### config.mk
export PLATFORM = sky130hd
export DESIGN_NAME = msss_sequencer
export DESIGN_NICKNAME = d
export VERILOG_FILES = /design/src/verilog/msss_pkg.sv /design/src/verilog/msss_sequencer.sv /design/src/verilog/msss_sync.sv
export SDC_FILE = /design/constraint.sdc
export NUM_CORES = 1
export LEC_CHECK = 0
export BUFFER_PORTS_ARGS = -buffer_cell sky130_fd_sc_hd__buf_2
export CAP_MARGIN = 20
export CORE_UTILIZATION = 30
export DETAILED_ROUTE_END_ITERATION = 10
export REMOVE_ABC_BUFFERS = 1
export SLEW_MARGIN = 20
export SYNTH_ARGS = -nofsm -noshare
export SYNTH_HDL_FRONTEND = slang
export SYNTH_SLANG_ARGS = --single-unit
### constraint.sdc
create_clock -name sys_clk -period 7.4 [get_ports sys_clk]
set_clock_uncertainty 0.15 [all_clocks]
set_input_delay 1.11 -clock sys_clk [delete_from_list [all_inputs] [get_ports sys_clk]]
set_output_delay 1.11 -clock sys_clk [all_outputs]
set_load 0.02 [all_outputs]
### src/verilog/msss_pkg.sv
// Constants and types for the motor startup and speed sequencer.
// Assumes a 50 MHz sys_clk and a 7-bit speed command code on a 0-10 V scale.
//
// Functional notes
// - Capture lock and direction selects before acting.
// - Command below 1.0 V level: all gates off.
// - Charging band: low sides pulse every PWM period.
// - Drive band: duty rises with command value.
// - Slow position sense: six-step trapezoidal drive.
// - Position sense 1.0 Hz or more: sinusoidal drive.
// - Forward Hall code to gate mapping table.
// - Reverse uses forward table on inverted code.
// - Wrong-way rotation forces trapezoidal drive at once.
// - Skip charging when reversed or coasting fast.
// - Direct jump to drive: charge 9 ms first.
// - Duty derived from 7-bit command code only.
// - Command at 5.5 V level or more: full duty.
// - Test mode: full high side in trapezoidal drive, no shutdown, zero advance.
// - Test mode only if straps set at power-up.
// - No Hall change within lock time: lock fault.
// - Direction low reverse, high forward, kept monitored.
// - Lock select low enables, high disables protection.

package msss_pkg;

   // ***************************************************
   // Speed command and lead-angle thresholds, and the duty span, as 7-bit codes.
   // ***************************************************
   localparam logic [6:0] SPEED_OFF_CODE = 7'h0d;
   localparam logic [6:0] SPEED_DRIVE_CODE = 7'h1b;
   localparam logic [6:0] SPEED_FULL_CODE = 7'h46;
   localparam logic [6:0] SPEED_TEST_CODE = 7'h68;
   localparam logic [6:0] DUTY_SPAN_CODE = 7'h2b;
   localparam logic [6:0] LEAD_TEST_LOW_CODE = 7'h42;
   localparam logic [6:0] LEAD_TEST_HIGH_CODE = 7'h4a;

   // ***************************************************
   // Timing.
   // ***************************************************
   localparam int CLK_PERIOD_NS = 20;
   localparam int PWM_PERIOD_NS = 50000;
   localparam int PWM_CYCLES = PWM_PERIOD_NS / CLK_PERIOD_NS;
   localparam int CHARGE_PULSE_NS = 5000;
   localparam int CHARGE_PULSE_CYCLES = CHARGE_PULSE_NS / CLK_PERIOD_NS;
   localparam int CHARGE_TIME_US = 9000;
   localparam int CHARGE_CYCLES = CHARGE_TIME_US * 1000 / CLK_PERIOD_NS;
   localparam int HALL_TIMEOUT_MS = 1000;
   localparam int HALL_TIMEOUT_CYCLES =
      HALL_TIMEOUT_MS * 1000 / CLK_PERIOD_NS * 1000;
   localparam int LOCK_DETECT_MS = 1000;
   localparam int LOCK_DETECT_CYCLES =
      LOCK_DETECT_MS * 1000 / CLK_PERIOD_NS * 1000;
   localparam logic [1:0] SETTLE_CYCLES = 2'h3;

   // ***************************************************
   // Types.
   // ***************************************************
   typedef enum logic [2:0] {
      SEQ_OFF = 3'b001,
      SEQ_CHARGE = 3'b010,
      SEQ_DRIVE = 3'b100
   } msss_state_type;

   typedef struct packed {
      logic u_hi;
      logic u_lo;
      logic v_hi;
      logic v_lo;
      logic w_hi;
      logic w_lo;
   } msss_gate_type;

   typedef struct packed {
      logic hall_phase_a;
      logic hall_phase_b;
      logic hall_phase_c;
   } msss_hall_type;

endpackage : msss_pkg

### src/verilog/msss_sequencer.sv
// Startup and speed sequencer for a Hall-sensed three-phase driver.
// Assumes speed and lead-angle codes come from on-clock converters and that
// rst_n is the supply-threshold power-on reset.
`timescale 1ns/10ps

module msss_sequencer #(
   parameter int CHARGE_CYCLES = msss_pkg::CHARGE_CYCLES,
   parameter int HALL_TIMEOUT_CYCLES = msss_pkg::HALL_TIMEOUT_CYCLES,
   parameter int LOCK_DETECT_CYCLES = msss_pkg::LOCK_DETECT_CYCLES
) (
   // Clock and reset.
   input wire logic sys_clk,
   input wire logic rst_n,
   // Converted analogue inputs.
   input wire logic [6:0] speed_command_voltage,
   input wire logic [6:0] lead_angle_voltage,
   // Pin inputs.
   input wire msss_pkg::msss_hall_type position_sense_signal,
   input wire logic rotation_direction_select,
   input wire logic lock_protect_select,
   // Gate drive.
   output msss_pkg::msss_gate_type gate_drive,
   // Status.
   output msss_pkg::msss_state_type seq_state,
   output logic sine_mode,
   output logic test_mode,
   output logic lock_fault,
   output logic reverse_detected,
   output logic direction_forward,
   output logic lock_protect_enable,
   output logic thermal_shutdown_enable,
   output logic phase_advance_zero,
   output logic [6:0] duty_code
);

   // ***************************************************
   // Helpers.
   // ***************************************************
   function automatic logic [5:0] commutate(input logic [2:0] code);
      logic [5:0] g;
      g = 6'h00;
      case (code)
         3'b101: g = 6'b011000;
         3'b100: g = 6'b010010;
         3'b110: g = 6'b000110;
         3'b010: g = 6'b100100;
         3'b011: g = 6'b100001;
         3'b001: g = 6'b001001;
         default: g = 6'h00;
      endcase
      return g;
   endfunction : commutate

   function automatic logic [2:0] hall_index(input logic [2:0] code);
      logic [2:0] i;
      i = 3'h7;
      case (code)
         3'b101: i = 3'h0;
         3'b100: i = 3'h1;
         3'b110: i = 3'h2;
         3'b010: i = 3'h3;
         3'b011: i = 3'h4;
         3'b001: i = 3'h5;
         default: i = 3'h7;
      endcase
      return i;
   endfunction : hall_index

   // ***************************************************
   // Input synchronisers.
   // ***************************************************
   logic [4:0] pins_sync;

   msss_sync #(.WIDTH(5)) u_sync (
      .sys_clk(sys_clk),
      .rst_n(rst_n),
      .pin_in({position_sense_signal, rotation_direction_select,
               lock_protect_select}),
      .sync_out(pins_sync)
   );

   wire [2:0] hall_code = pins_sync[4:2];
   wire dir_sync = pins_sync[1];
   wire lock_sel_sync = pins_sync[0];

   // ***************************************************
   // Registers.
   // ***************************************************
   msss_pkg::msss_state_type state_reg, state_next;
   logic [1:0] settle_reg;
   logic captured_reg;
   logic dir_reg;
   logic lock_en_reg;
   logic test_reg;
   logic [2:0] hall_prev_reg;
   logic [25:0] edge_cnt_reg;
   logic fast_reg;
   logic sine_reg;
   logic reverse_reg;
   logic [25:0] lock_cnt_reg;
   logic lock_fault_reg;
   logic [18:0] charge_cnt_reg;
   logic [11:0] pwm_cnt_reg;
   msss_pkg::msss_gate_type gate_reg, gate_next;
   logic [6:0] duty_reg;

   // ***************************************************
   // Decode.
   // ***************************************************
   wire speed_off = speed_command_voltage < msss_pkg::SPEED_OFF_CODE;
   wire speed_drive = speed_command_voltage >= msss_pkg::SPEED_DRIVE_CODE;
   wire speed_full = speed_command_voltage >= msss_pkg::SPEED_FULL_CODE;
   wire hall_edge = hall_code != hall_prev_reg;
   wire [2:0] idx_now = hall_index(hall_code);
   wire [2:0] idx_prev = hall_index(hall_prev_reg);
   wire [2:0] idx_prev_next = (idx_prev == 3'h5) ? 3'h0 : idx_prev + 3'h1;
   wire [2:0] idx_now_next = (idx_now == 3'h5) ? 3'h0 : idx_now + 3'h1;
   wire codes_valid = idx_now != 3'h7 && idx_prev != 3'h7;
   wire step_fwd = hall_edge && codes_valid && idx_now == idx_prev_next;
   wire step_rev = hall_edge && codes_valid && idx_prev == idx_now_next;
   wire wrong_way = dir_reg ? step_rev : step_fwd;
   wire right_way = dir_reg ? step_fwd : step_rev;
   wire edge_timeout = edge_cnt_reg >= 26'(HALL_TIMEOUT_CYCLES);
   wire skip_charge = reverse_reg || fast_reg;
   wire charge_done = charge_cnt_reg >= 19'(CHARGE_CYCLES);
   wire lock_expired = lock_cnt_reg >= 26'(LOCK_DETECT_CYCLES);
   wire test_strap = speed_command_voltage >= msss_pkg::SPEED_TEST_CODE &&
      lead_angle_voltage >= msss_pkg::LEAD_TEST_LOW_CODE &&
      lead_angle_voltage <= msss_pkg::LEAD_TEST_HIGH_CODE;
   wire pwm_wrap = pwm_cnt_reg == 12'(msss_pkg::PWM_CYCLES - 1);
   wire charge_pulse = pwm_cnt_reg < 12'(msss_pkg::CHARGE_PULSE_CYCLES);
   wire [6:0] duty_excess = speed_drive ?
      7'(speed_command_voltage - msss_pkg::SPEED_DRIVE_CODE) : 7'h00;
   wire [19:0] duty_lhs = 20'(pwm_cnt_reg) *
      20'(msss_pkg::DUTY_SPAN_CODE);
   wire [19:0] duty_rhs = 20'(duty_excess) * 20'(msss_pkg::PWM_CYCLES);
   wire pwm_on = speed_full || duty_lhs < duty_rhs;
   wire [2:0] comm_code = dir_reg ? hall_code : ~hall_code;
   wire [5:0] comm_gates = commutate(comm_code);
   wire high_full = test_reg && !sine_reg;

   // ***************************************************
   // Startup state machine.
   // ***************************************************
   always_comb begin
      state_next = state_reg;
      case (state_reg)
         msss_pkg::SEQ_OFF: begin
            if (captured_reg && !speed_off) begin
               if (!skip_charge) begin
                  state_next = msss_pkg::SEQ_CHARGE;
               end else if (speed_drive) begin
                  state_next = msss_pkg::SEQ_DRIVE;
               end
            end
         end
         msss_pkg::SEQ_CHARGE: begin
            if (speed_drive && charge_done) begin
               state_next = msss_pkg::SEQ_DRIVE;
            end
         end
         msss_pkg::SEQ_DRIVE: state_next = msss_pkg::SEQ_DRIVE;
         default: state_next = msss_pkg::SEQ_OFF;
      endcase
   end

   // ***************************************************
   // Gate selection.
   // ***************************************************
   always_comb begin
      gate_next = '0;
      if (speed_off || lock_fault_reg) begin
         gate_next = '0;
      end else if (state_reg == msss_pkg::SEQ_CHARGE) begin
         gate_next.u_lo = charge_pulse;
         gate_next.v_lo = charge_pulse;
         gate_next.w_lo = charge_pulse;
      end else if (state_reg == msss_pkg::SEQ_DRIVE && speed_drive) begin
         gate_next = comm_gates;
         gate_next.u_hi = comm_gates[5] && (pwm_on || high_full);
         gate_next.v_hi = comm_gates[3] && (pwm_on || high_full);
         gate_next.w_hi = comm_gates[1] && (pwm_on || high_full);
      end
   end

   // ***************************************************
   // Settings capture and Hall tracking.
   // ***************************************************
   always_ff @(posedge sys_clk or negedge rst_n) begin
      if (!rst_n) begin
         settle_reg <= 2'h0;
         captured_reg <= 1'b0;
         dir_reg <= 1'b1;
         lock_en_reg <= 1'b0;
         test_reg <= 1'b0;
      end else begin
         if (!captured_reg) begin
            settle_reg <= settle_reg + 2'h1;
            if (settle_reg == msss_pkg::SETTLE_CYCLES) begin
               captured_reg <= 1'b1;
               lock_en_reg <= !lock_sel_sync;
               test_reg <= test_strap;
            end
         end
         dir_reg <= dir_sync;
      end
   end

   always_ff @(posedge sys_clk or negedge rst_n) begin
      if (!rst_n) begin
         hall_prev_reg <= 3'h0;
         edge_cnt_reg <= 26'h000_0000;
         fast_reg <= 1'b0;
         sine_reg <= 1'b0;
         reverse_reg <= 1'b0;
      end else begin
         hall_prev_reg <= hall_code;
         if (hall_edge) begin
            edge_cnt_reg <= 26'h000_0000;
            fast_reg <= !edge_timeout && codes_valid;
         end else if (!edge_timeout) begin
            edge_cnt_reg <= edge_cnt_reg + 26'h000_0001;
         end else begin
            fast_reg <= 1'b0;
         end
         if (wrong_way) begin
            reverse_reg <= 1'b1;
         end else if (right_way) begin
            reverse_reg <= 1'b0;
         end
         if (wrong_way || reverse_reg || edge_timeout) begin
            sine_reg <= 1'b0;
         end else if (right_way && fast_reg && !edge_timeout) begin
            sine_reg <= 1'b1;
         end
      end
   end

   // ***************************************************
   // Timers, lock detection and outputs.
   // ***************************************************
   always_ff @(posedge sys_clk or negedge rst_n) begin
      if (!rst_n) begin
         state_reg <= msss_pkg::SEQ_OFF;
         charge_cnt_reg <= 19'h0_0000;
         pwm_cnt_reg <= 12'h000;
         lock_cnt_reg <= 26'h000_0000;
         lock_fault_reg <= 1'b0;
         gate_reg <= '0;
         duty_reg <= 7'h00;
      end else begin
         state_reg <= state_next;
         pwm_cnt_reg <= pwm_wrap ? 12'h000 : pwm_cnt_reg + 12'h001;
         if (state_reg != msss_pkg::SEQ_CHARGE) begin
            charge_cnt_reg <= 19'h0_0000;
         end else if (!charge_done) begin
            charge_cnt_reg <= charge_cnt_reg + 19'h0_0001;
         end
         if (hall_edge) begin
            lock_cnt_reg <= 26'h000_0000;
         end else if (!lock_expired) begin
            lock_cnt_reg <= lock_cnt_reg + 26'h000_0001;
         end
         if (captured_reg && lock_en_reg && lock_expired) begin
            lock_fault_reg <= 1'b1;
         end
         gate_reg <= gate_next;
         duty_reg <= speed_full ? msss_pkg::DUTY_SPAN_CODE : duty_excess;
      end
   end

   assign gate_drive = gate_reg;
   assign seq_state = state_reg;
   assign sine_mode = sine_reg;
   assign test_mode = test_reg;
   assign lock_fault = lock_fault_reg;
   assign reverse_detected = reverse_reg;
   assign direction_forward = dir_reg;
   assign lock_protect_enable = lock_en_reg;
   assign thermal_shutdown_enable = !test_reg;
   assign phase_advance_zero = test_reg;
   assign duty_code = duty_reg;

endmodule : msss_sequencer

### src/verilog/msss_sync.sv
// Two-stage synchroniser for pin inputs.
// Assumes the inputs are asynchronous levels; output resets to zero.
`timescale 1ns/10ps

module msss_sync #(
   parameter int WIDTH = 1
) (
   // Clock and reset.
   input wire logic sys_clk,
   input wire logic rst_n,
   // Pin side and synchronised side.
   input wire logic [WIDTH-1:0] pin_in,
   output logic [WIDTH-1:0] sync_out
);

   logic [WIDTH-1:0] meta_reg;
   logic [WIDTH-1:0] sync_reg;

   always_ff @(posedge sys_clk or negedge rst_n) begin
      if (!rst_n) begin
         meta_reg <= '0;
         sync_reg <= '0;
      end else begin
         meta_reg <= pin_in;
         sync_reg <= meta_reg;
      end
   end

   assign sync_out = sync_reg;

endmodule : msss_sync
Word-level counts from Yosys, hierarchy flattened --
Cells that the tools add are included.
Cells by class: div/mod/pow operators 0, shift operators 0, bitwise logic cells 2, multiplexer cells 38, equal/unequal tests 37, $add $sub $neg 8, reductions and logical operators 34, multipliers 2, order comparisons 11
Operators by type and width (number):
- 26-bit 2-to-1 mux | 4
- 26-bit by 1-bit adder with 26-bit output, second input constant | 2
- 26-bit >= comparator, second input constant | 2
- 19-bit 2-to-1 mux | 2
- 3-bit equality test, second input constant | 12
- 3-bit one-hot mux with 6 select lines | 2
- 6-bit one-hot mux with 6 select lines | 1
- 3-bit by 2-bit equality test with 1-bit output, second input constant | 7
- 7-bit >= comparator, second input constant | 3
- 3-bit 2-to-1 mux | 7
- 19-bit by 1-bit adder with 19-bit output, second input constant | 1
- 19-bit >= comparator, second input constant | 1
- 18-bit by 19-bit < comparator with 1-bit output | 1
- 1-bit logical AND | 18
- 12-bit by 6-bit multiplier with 18-bit output, second input constant | 1
- 7-bit by 10-bit multiplier with 17-bit output, second input constant | 1
- 1-bit 2-to-1 mux | 16
- 7-bit 2-to-1 mux | 2
- 12-bit by 1-bit adder with 12-bit output, second input constant | 1
- 12-bit equality test, second input constant | 1
- 3-bit by 1-bit equality test with 1-bit output, second input constant | 4
- 12-bit by 8-bit < comparator with 1-bit output, second input constant | 1
- 12-bit 2-to-1 mux | 1
- 6-bit 2-to-1 mux | 2
- 21 further kinds | 39
Storage, ports and cells: bits in writable memories 0, input port bits 21, bits in latches 0, bits in read-only memories 0, memories 0, bits in registers 122

Longest topological paths before layout --
depth after elaboration 11, depth in mapped cells 28, depth with buffers taken out 27

Cells and area by module --
A second synthesis with hierarchy kept.
Second synthesis, totals: cells, all modules 985, area, all modules 9151.3 µm²
By module, submodules not included:
- msss_sequencer | instances 1, cells an instance 975, area an instance 8901.0 µm²
- msss_sync | instances 1, cells an instance 10, area an instance 250.2 µm²

Worst setup path after synthesis --
No wires, ideal clock.
path type input to register, start input port speed_command_voltage[3], end register gate_reg (netlist bit gate_drive[1]), path slack 0.712 ns, cell stages on the path 25, path buffers 1, arrival 6.412 ns, setup time 0.126 ns, cell sequence clkbuf_1 -> nand2_1 -> nor2_1 -> a211oi_1 -> a21oi_1 -> inv_1 -> ha_1 -> ha_1 -> inv_1 -> fa_1 -> inv_1 -> fa_1 -> ha_1 -> inv_1 -> o21bai_1 -> a2111oi_0 -> o31ai_1 -> a21oi_1 -> xor2_1 -> ha_1 -> a21oi_1 -> or4_1 -> a31o_2 -> a21oi_1 -> nor2_1
RTL lines:
- from (decl) | line msss_sequencer.sv:15 | input wire logic [6:0] speed_command_voltage,
- to (signal assigned) | line msss_sequencer.sv:267 | gate_reg <= gate_next;
- to (decl) | line msss_sequencer.sv:104 | msss_pkg::msss_gate_type gate_reg, gate_next;

==> results by group <==
Run status
  • Status: finished, final reports clean

Logic synthesis
  • Avg Cell Area, Syn: between 9 and 10 um^2
  • Synth Flop Type: dfrtp_1
  • Ys Warns: 0
  • Synth cell types: between 60 and 70
  • Number of flops mapped to enable cells by yosys: 0
  • Largest cells by area after synthesis: dfrtp_1 (33%), ha_1 (16%), xnor2_1 (7.0%), fa_1 (5.2%), nor2_1 (4.7%)
  • Top cell type's share of synthesized area: 32.7%
  • Cell taking the most area after synthesis: dfrtp_1
  • Post-synth ARST share: 100%
  • Flip-flop and latch count after synthesis: about 120
  • Mapped Cells: roughly 1000
  • Seq/Total Area, Yosys: between 30% and 40%
  • Mapped Area: between 0.009 and 0.01 mm^2

Floorplanning
  • Core area: between 0.02 and 0.03 mm^2
  • Die H: approximately 180 um
  • Die ar.: 0.0314 mm^2
  • Num rows: 63
  • Initial Util: roughly 31%
  • Die width: ~180 um
  • Ports: between 40 and 50

Placed design
  • Port Buffer Count: 44
  • HPWL after detailed placement: around 15 mm
  • Final Wtd Congestion: 0.835
  • Cell total after placement: ~1400

Drt
  • DRC: 0
  • Via density per instance: ~4.8
  • DRT iter0 DRCs: 414
  • DR WL/cell: 13.9 um
  • Via Count: about 7000
  • Post-route ant nets: 0
  • 1st-pass router iterations: 6
  • Final wirelength: approximately 20 mm

Cells and area
  • Layout cells sized above 1: a little over a tenth
  • Final Non-Filler Cells: ~1400
  • Most frequent cells in the layout: dfrtp_1 (120), ha_1 (117), nor2_1 (116), inv_1 (107), xnor2_1 (74)
  • N_diodes: 0
  • Commonest non-fill, non-tap cell in the layout: dfrtp_1
  • Layout Nets: around 1200
  • Fill cells: roughly 3000
  • Syn-to-layout area delta: 13.6%

Clocking
  • H-tree depth: 4
  • Clock-pin slew on the worst setup and hold paths: about 0.060 ns
  • Post_cts resized: 0
  • Clock sink count: approximately 120
  • Post-CTS setup buffer count: 0
  • Hold-fix buffer count after cts: 0
  • TritonCTS clock tree: done
  • Cts bufs inserted: 17
  • Clk_lat worst skew: 0.42 ns
  • Root buf cell: clkbuf_16
  • Max Buffers Root-to-Sink: 2

STA
  • Setup TNS: 0 ns
  • Measured slew at the worst slew-check pin: approximately 0.90 ns
  • Max Freq: approximately 150 MHz
  • Min Tclk post-route: just under 7 ns
  • Final hold viol count: 0
  • Final setup vio count: 0
  • Final worst path period share: about nine tenths
  • Unrepaired setup endpoints after global routing: false
  • Slew margin rel.: 39.9%
  • Count of pins over their slew limit: 0

Global route
  • First-pass GRT wire length: 34.5 mm
  • Vias in the first global route: roughly 6900
  • Initial antenna violation count: 1
  • Total grt overflow: 0
  • GRT Util Overall: 13.6%
  • Largest net degree at the start of global routing: between 70 and 80

Power
  • Peak VDD IR: 0.000121 V
  • LEAKAGE: 0.00469 uW
  • Seq pwr share: between 30% and 40%
  • Sw power: ~650 uW
  • Sw Ratio: 31.0%
  • Power share of the combinational group: a little under a quarter
  • Power Internal: approximately 1400 uW
  • Power Dens Cells: approximately 200 mW/mm^2
  • Clock Power Share: 42.5%

Setup path
  • CP dominant cell by count: ha_1
  • Slowest library cell on the worst path: a2111oi_0
  • Endpoint type of the worst setup path: register
  • Crit path max fanout: 7
  • Crit path kind: in2reg
  • Critical Path RT: 7.54 ns
  • Worst path cell trace: buf_2 -> a21oi_1 -> nor2_1 -> o22ai_1 -> inv_1 -> ha_1 -> ha_1 -> ha_1 -> ha_1 -> fa_1 -> a21o_1 -> a21oi_1 -> o21bai_1 -> a2111oi_0 -> nor2_1 -> xnor2_1 -> ha_1 -> o21ai_0 -> nand2b_1 -> a21oi_1 -> or4_1 -> a31o_2 -> a21oi_1 -> nor2_1
  • Startpoint Class: primary input
  • Worst Path Arrival: around 6.9 ns
  • CP max stage delay: ~0.58 ns

Worst hold path
  • Hold crit path type: reg2reg

Job
  • Max Cap Viol: 0
==> cell usage after synthesis, types with 4 or more instances <==
master / instances
nor3_1: 16
nor4_1: 15
fa_1: 24
o211ai_1: 5
or3_1: 14
nand2b_1: 14
xor2_1: 15
nor3_2: 12
xnor2_1: 74
o21bai_1: 10
a31o_2: 5
a21oi_1: 53
nand2_1: 56
and4_1: 6
or2_2: 8
nand4_1: 16
and2_1: 5
nor4b_1: 4
and3_1: 9
dfrtp_1: 120
ha_1: 117
a31oi_1: 7
a21o_1: 8
o21a_1: 8
o31ai_1: 4
a211oi_1: 6
clkbuf_1: 19
nor2_1: 116
nand3_1: 31
nor2b_1: 12
inv_1: 107
o21ai_0: 30
==> worst paths after layout <==
check,startpoint,endpoint,slack [ns],depth (start not counted)
worst max-delay path,speed_command_voltage[0],gate_drive[5],0.62,24
worst min-delay path,u_sync.meta_reg[1],u_sync.sync_out[1],0.21,0
worst max register to register,pwm_cnt_reg[4],gate_drive[5],1.60,20
worst min register to register,u_sync.meta_reg[1],u_sync.sync_out[1],0.21,0
max in group asynchronous,rst_n,pwm_cnt_reg[7],5.14,2
min in group asynchronous,rst_n,lock_cnt_reg[10],0.58,1
==> stage by stage <==
stage,cell area (um^2),utilization [%],worst slack (ns),hold WS (ns),power (uW)
floorplan,9080,-,0.861,0.181,1080
global placement,9830,32.9,0.321,0.186,1210
detailed placement,9830,32.9,0.195,0.197,1220
CTS,10500,35.0,0.619,0.217,2120
global route,10500,35.0,0.150,0.230,2220
finish,10500,35.0,0.623,0.212,2090
==> critical path: cells and delay by family <==
family	cells	cell delay, ns
adders and majority gates	6	1.95
xor gates and xnor gates	1	0.16
and+or+nand+nor	5	0.93
buffers and inverters	2	0.33
AOI/OAI and AO/OA	10	2.43
==> final cells by class <==
class                           instances  area, um^2  area share (%)
Multi-Input combinational cell        745        5630            53.9
Sequential cell                       122        3060            29.2
Tap cell                              390         488            4.67
Clock buffer                           18         439            4.20
Inverter                              107         402            3.84
Timing Repair Buffer                   48         253            2.42
Clock inverter                         14         185            1.77
==> per-layer routing <==
metal / global-route usage, % / up-vias / wire length, um
met2: 21.5 / 93 / 9190
met4: 4.56 / 0 / 283
met3: 2.15 / 23 / 572
met5: 0 / - / 0
li1: - / 3511 / -
met1: 18.9 / 3354 / 10000
==> power by group through the flow <==
stage                     sequential (uW)  clock, uW  combinational, uW
after CTS                             716        909                494
after global routing                  720        939                560
after detailed placement              727          0                489
final                                 716        888                486
after floorplan                       737          0                344
after global placement                728          0                478
==> cells by family after synthesis <==
family | count (synthesis) | share of synthesized area [%]
and+or+nand+nor | 349 | 19.7
xor gates and xnor gates | 89 | 8.48
AOI/OAI and AO/OA | 160 | 11.2
buffers and inverters | 131 | 5.57
DFF | 122 | 33.2
muxes | 5 | 0.572
adders and majority gates | 142 | 21.3
No activity file was read; power rests on OpenSTA's default activity.
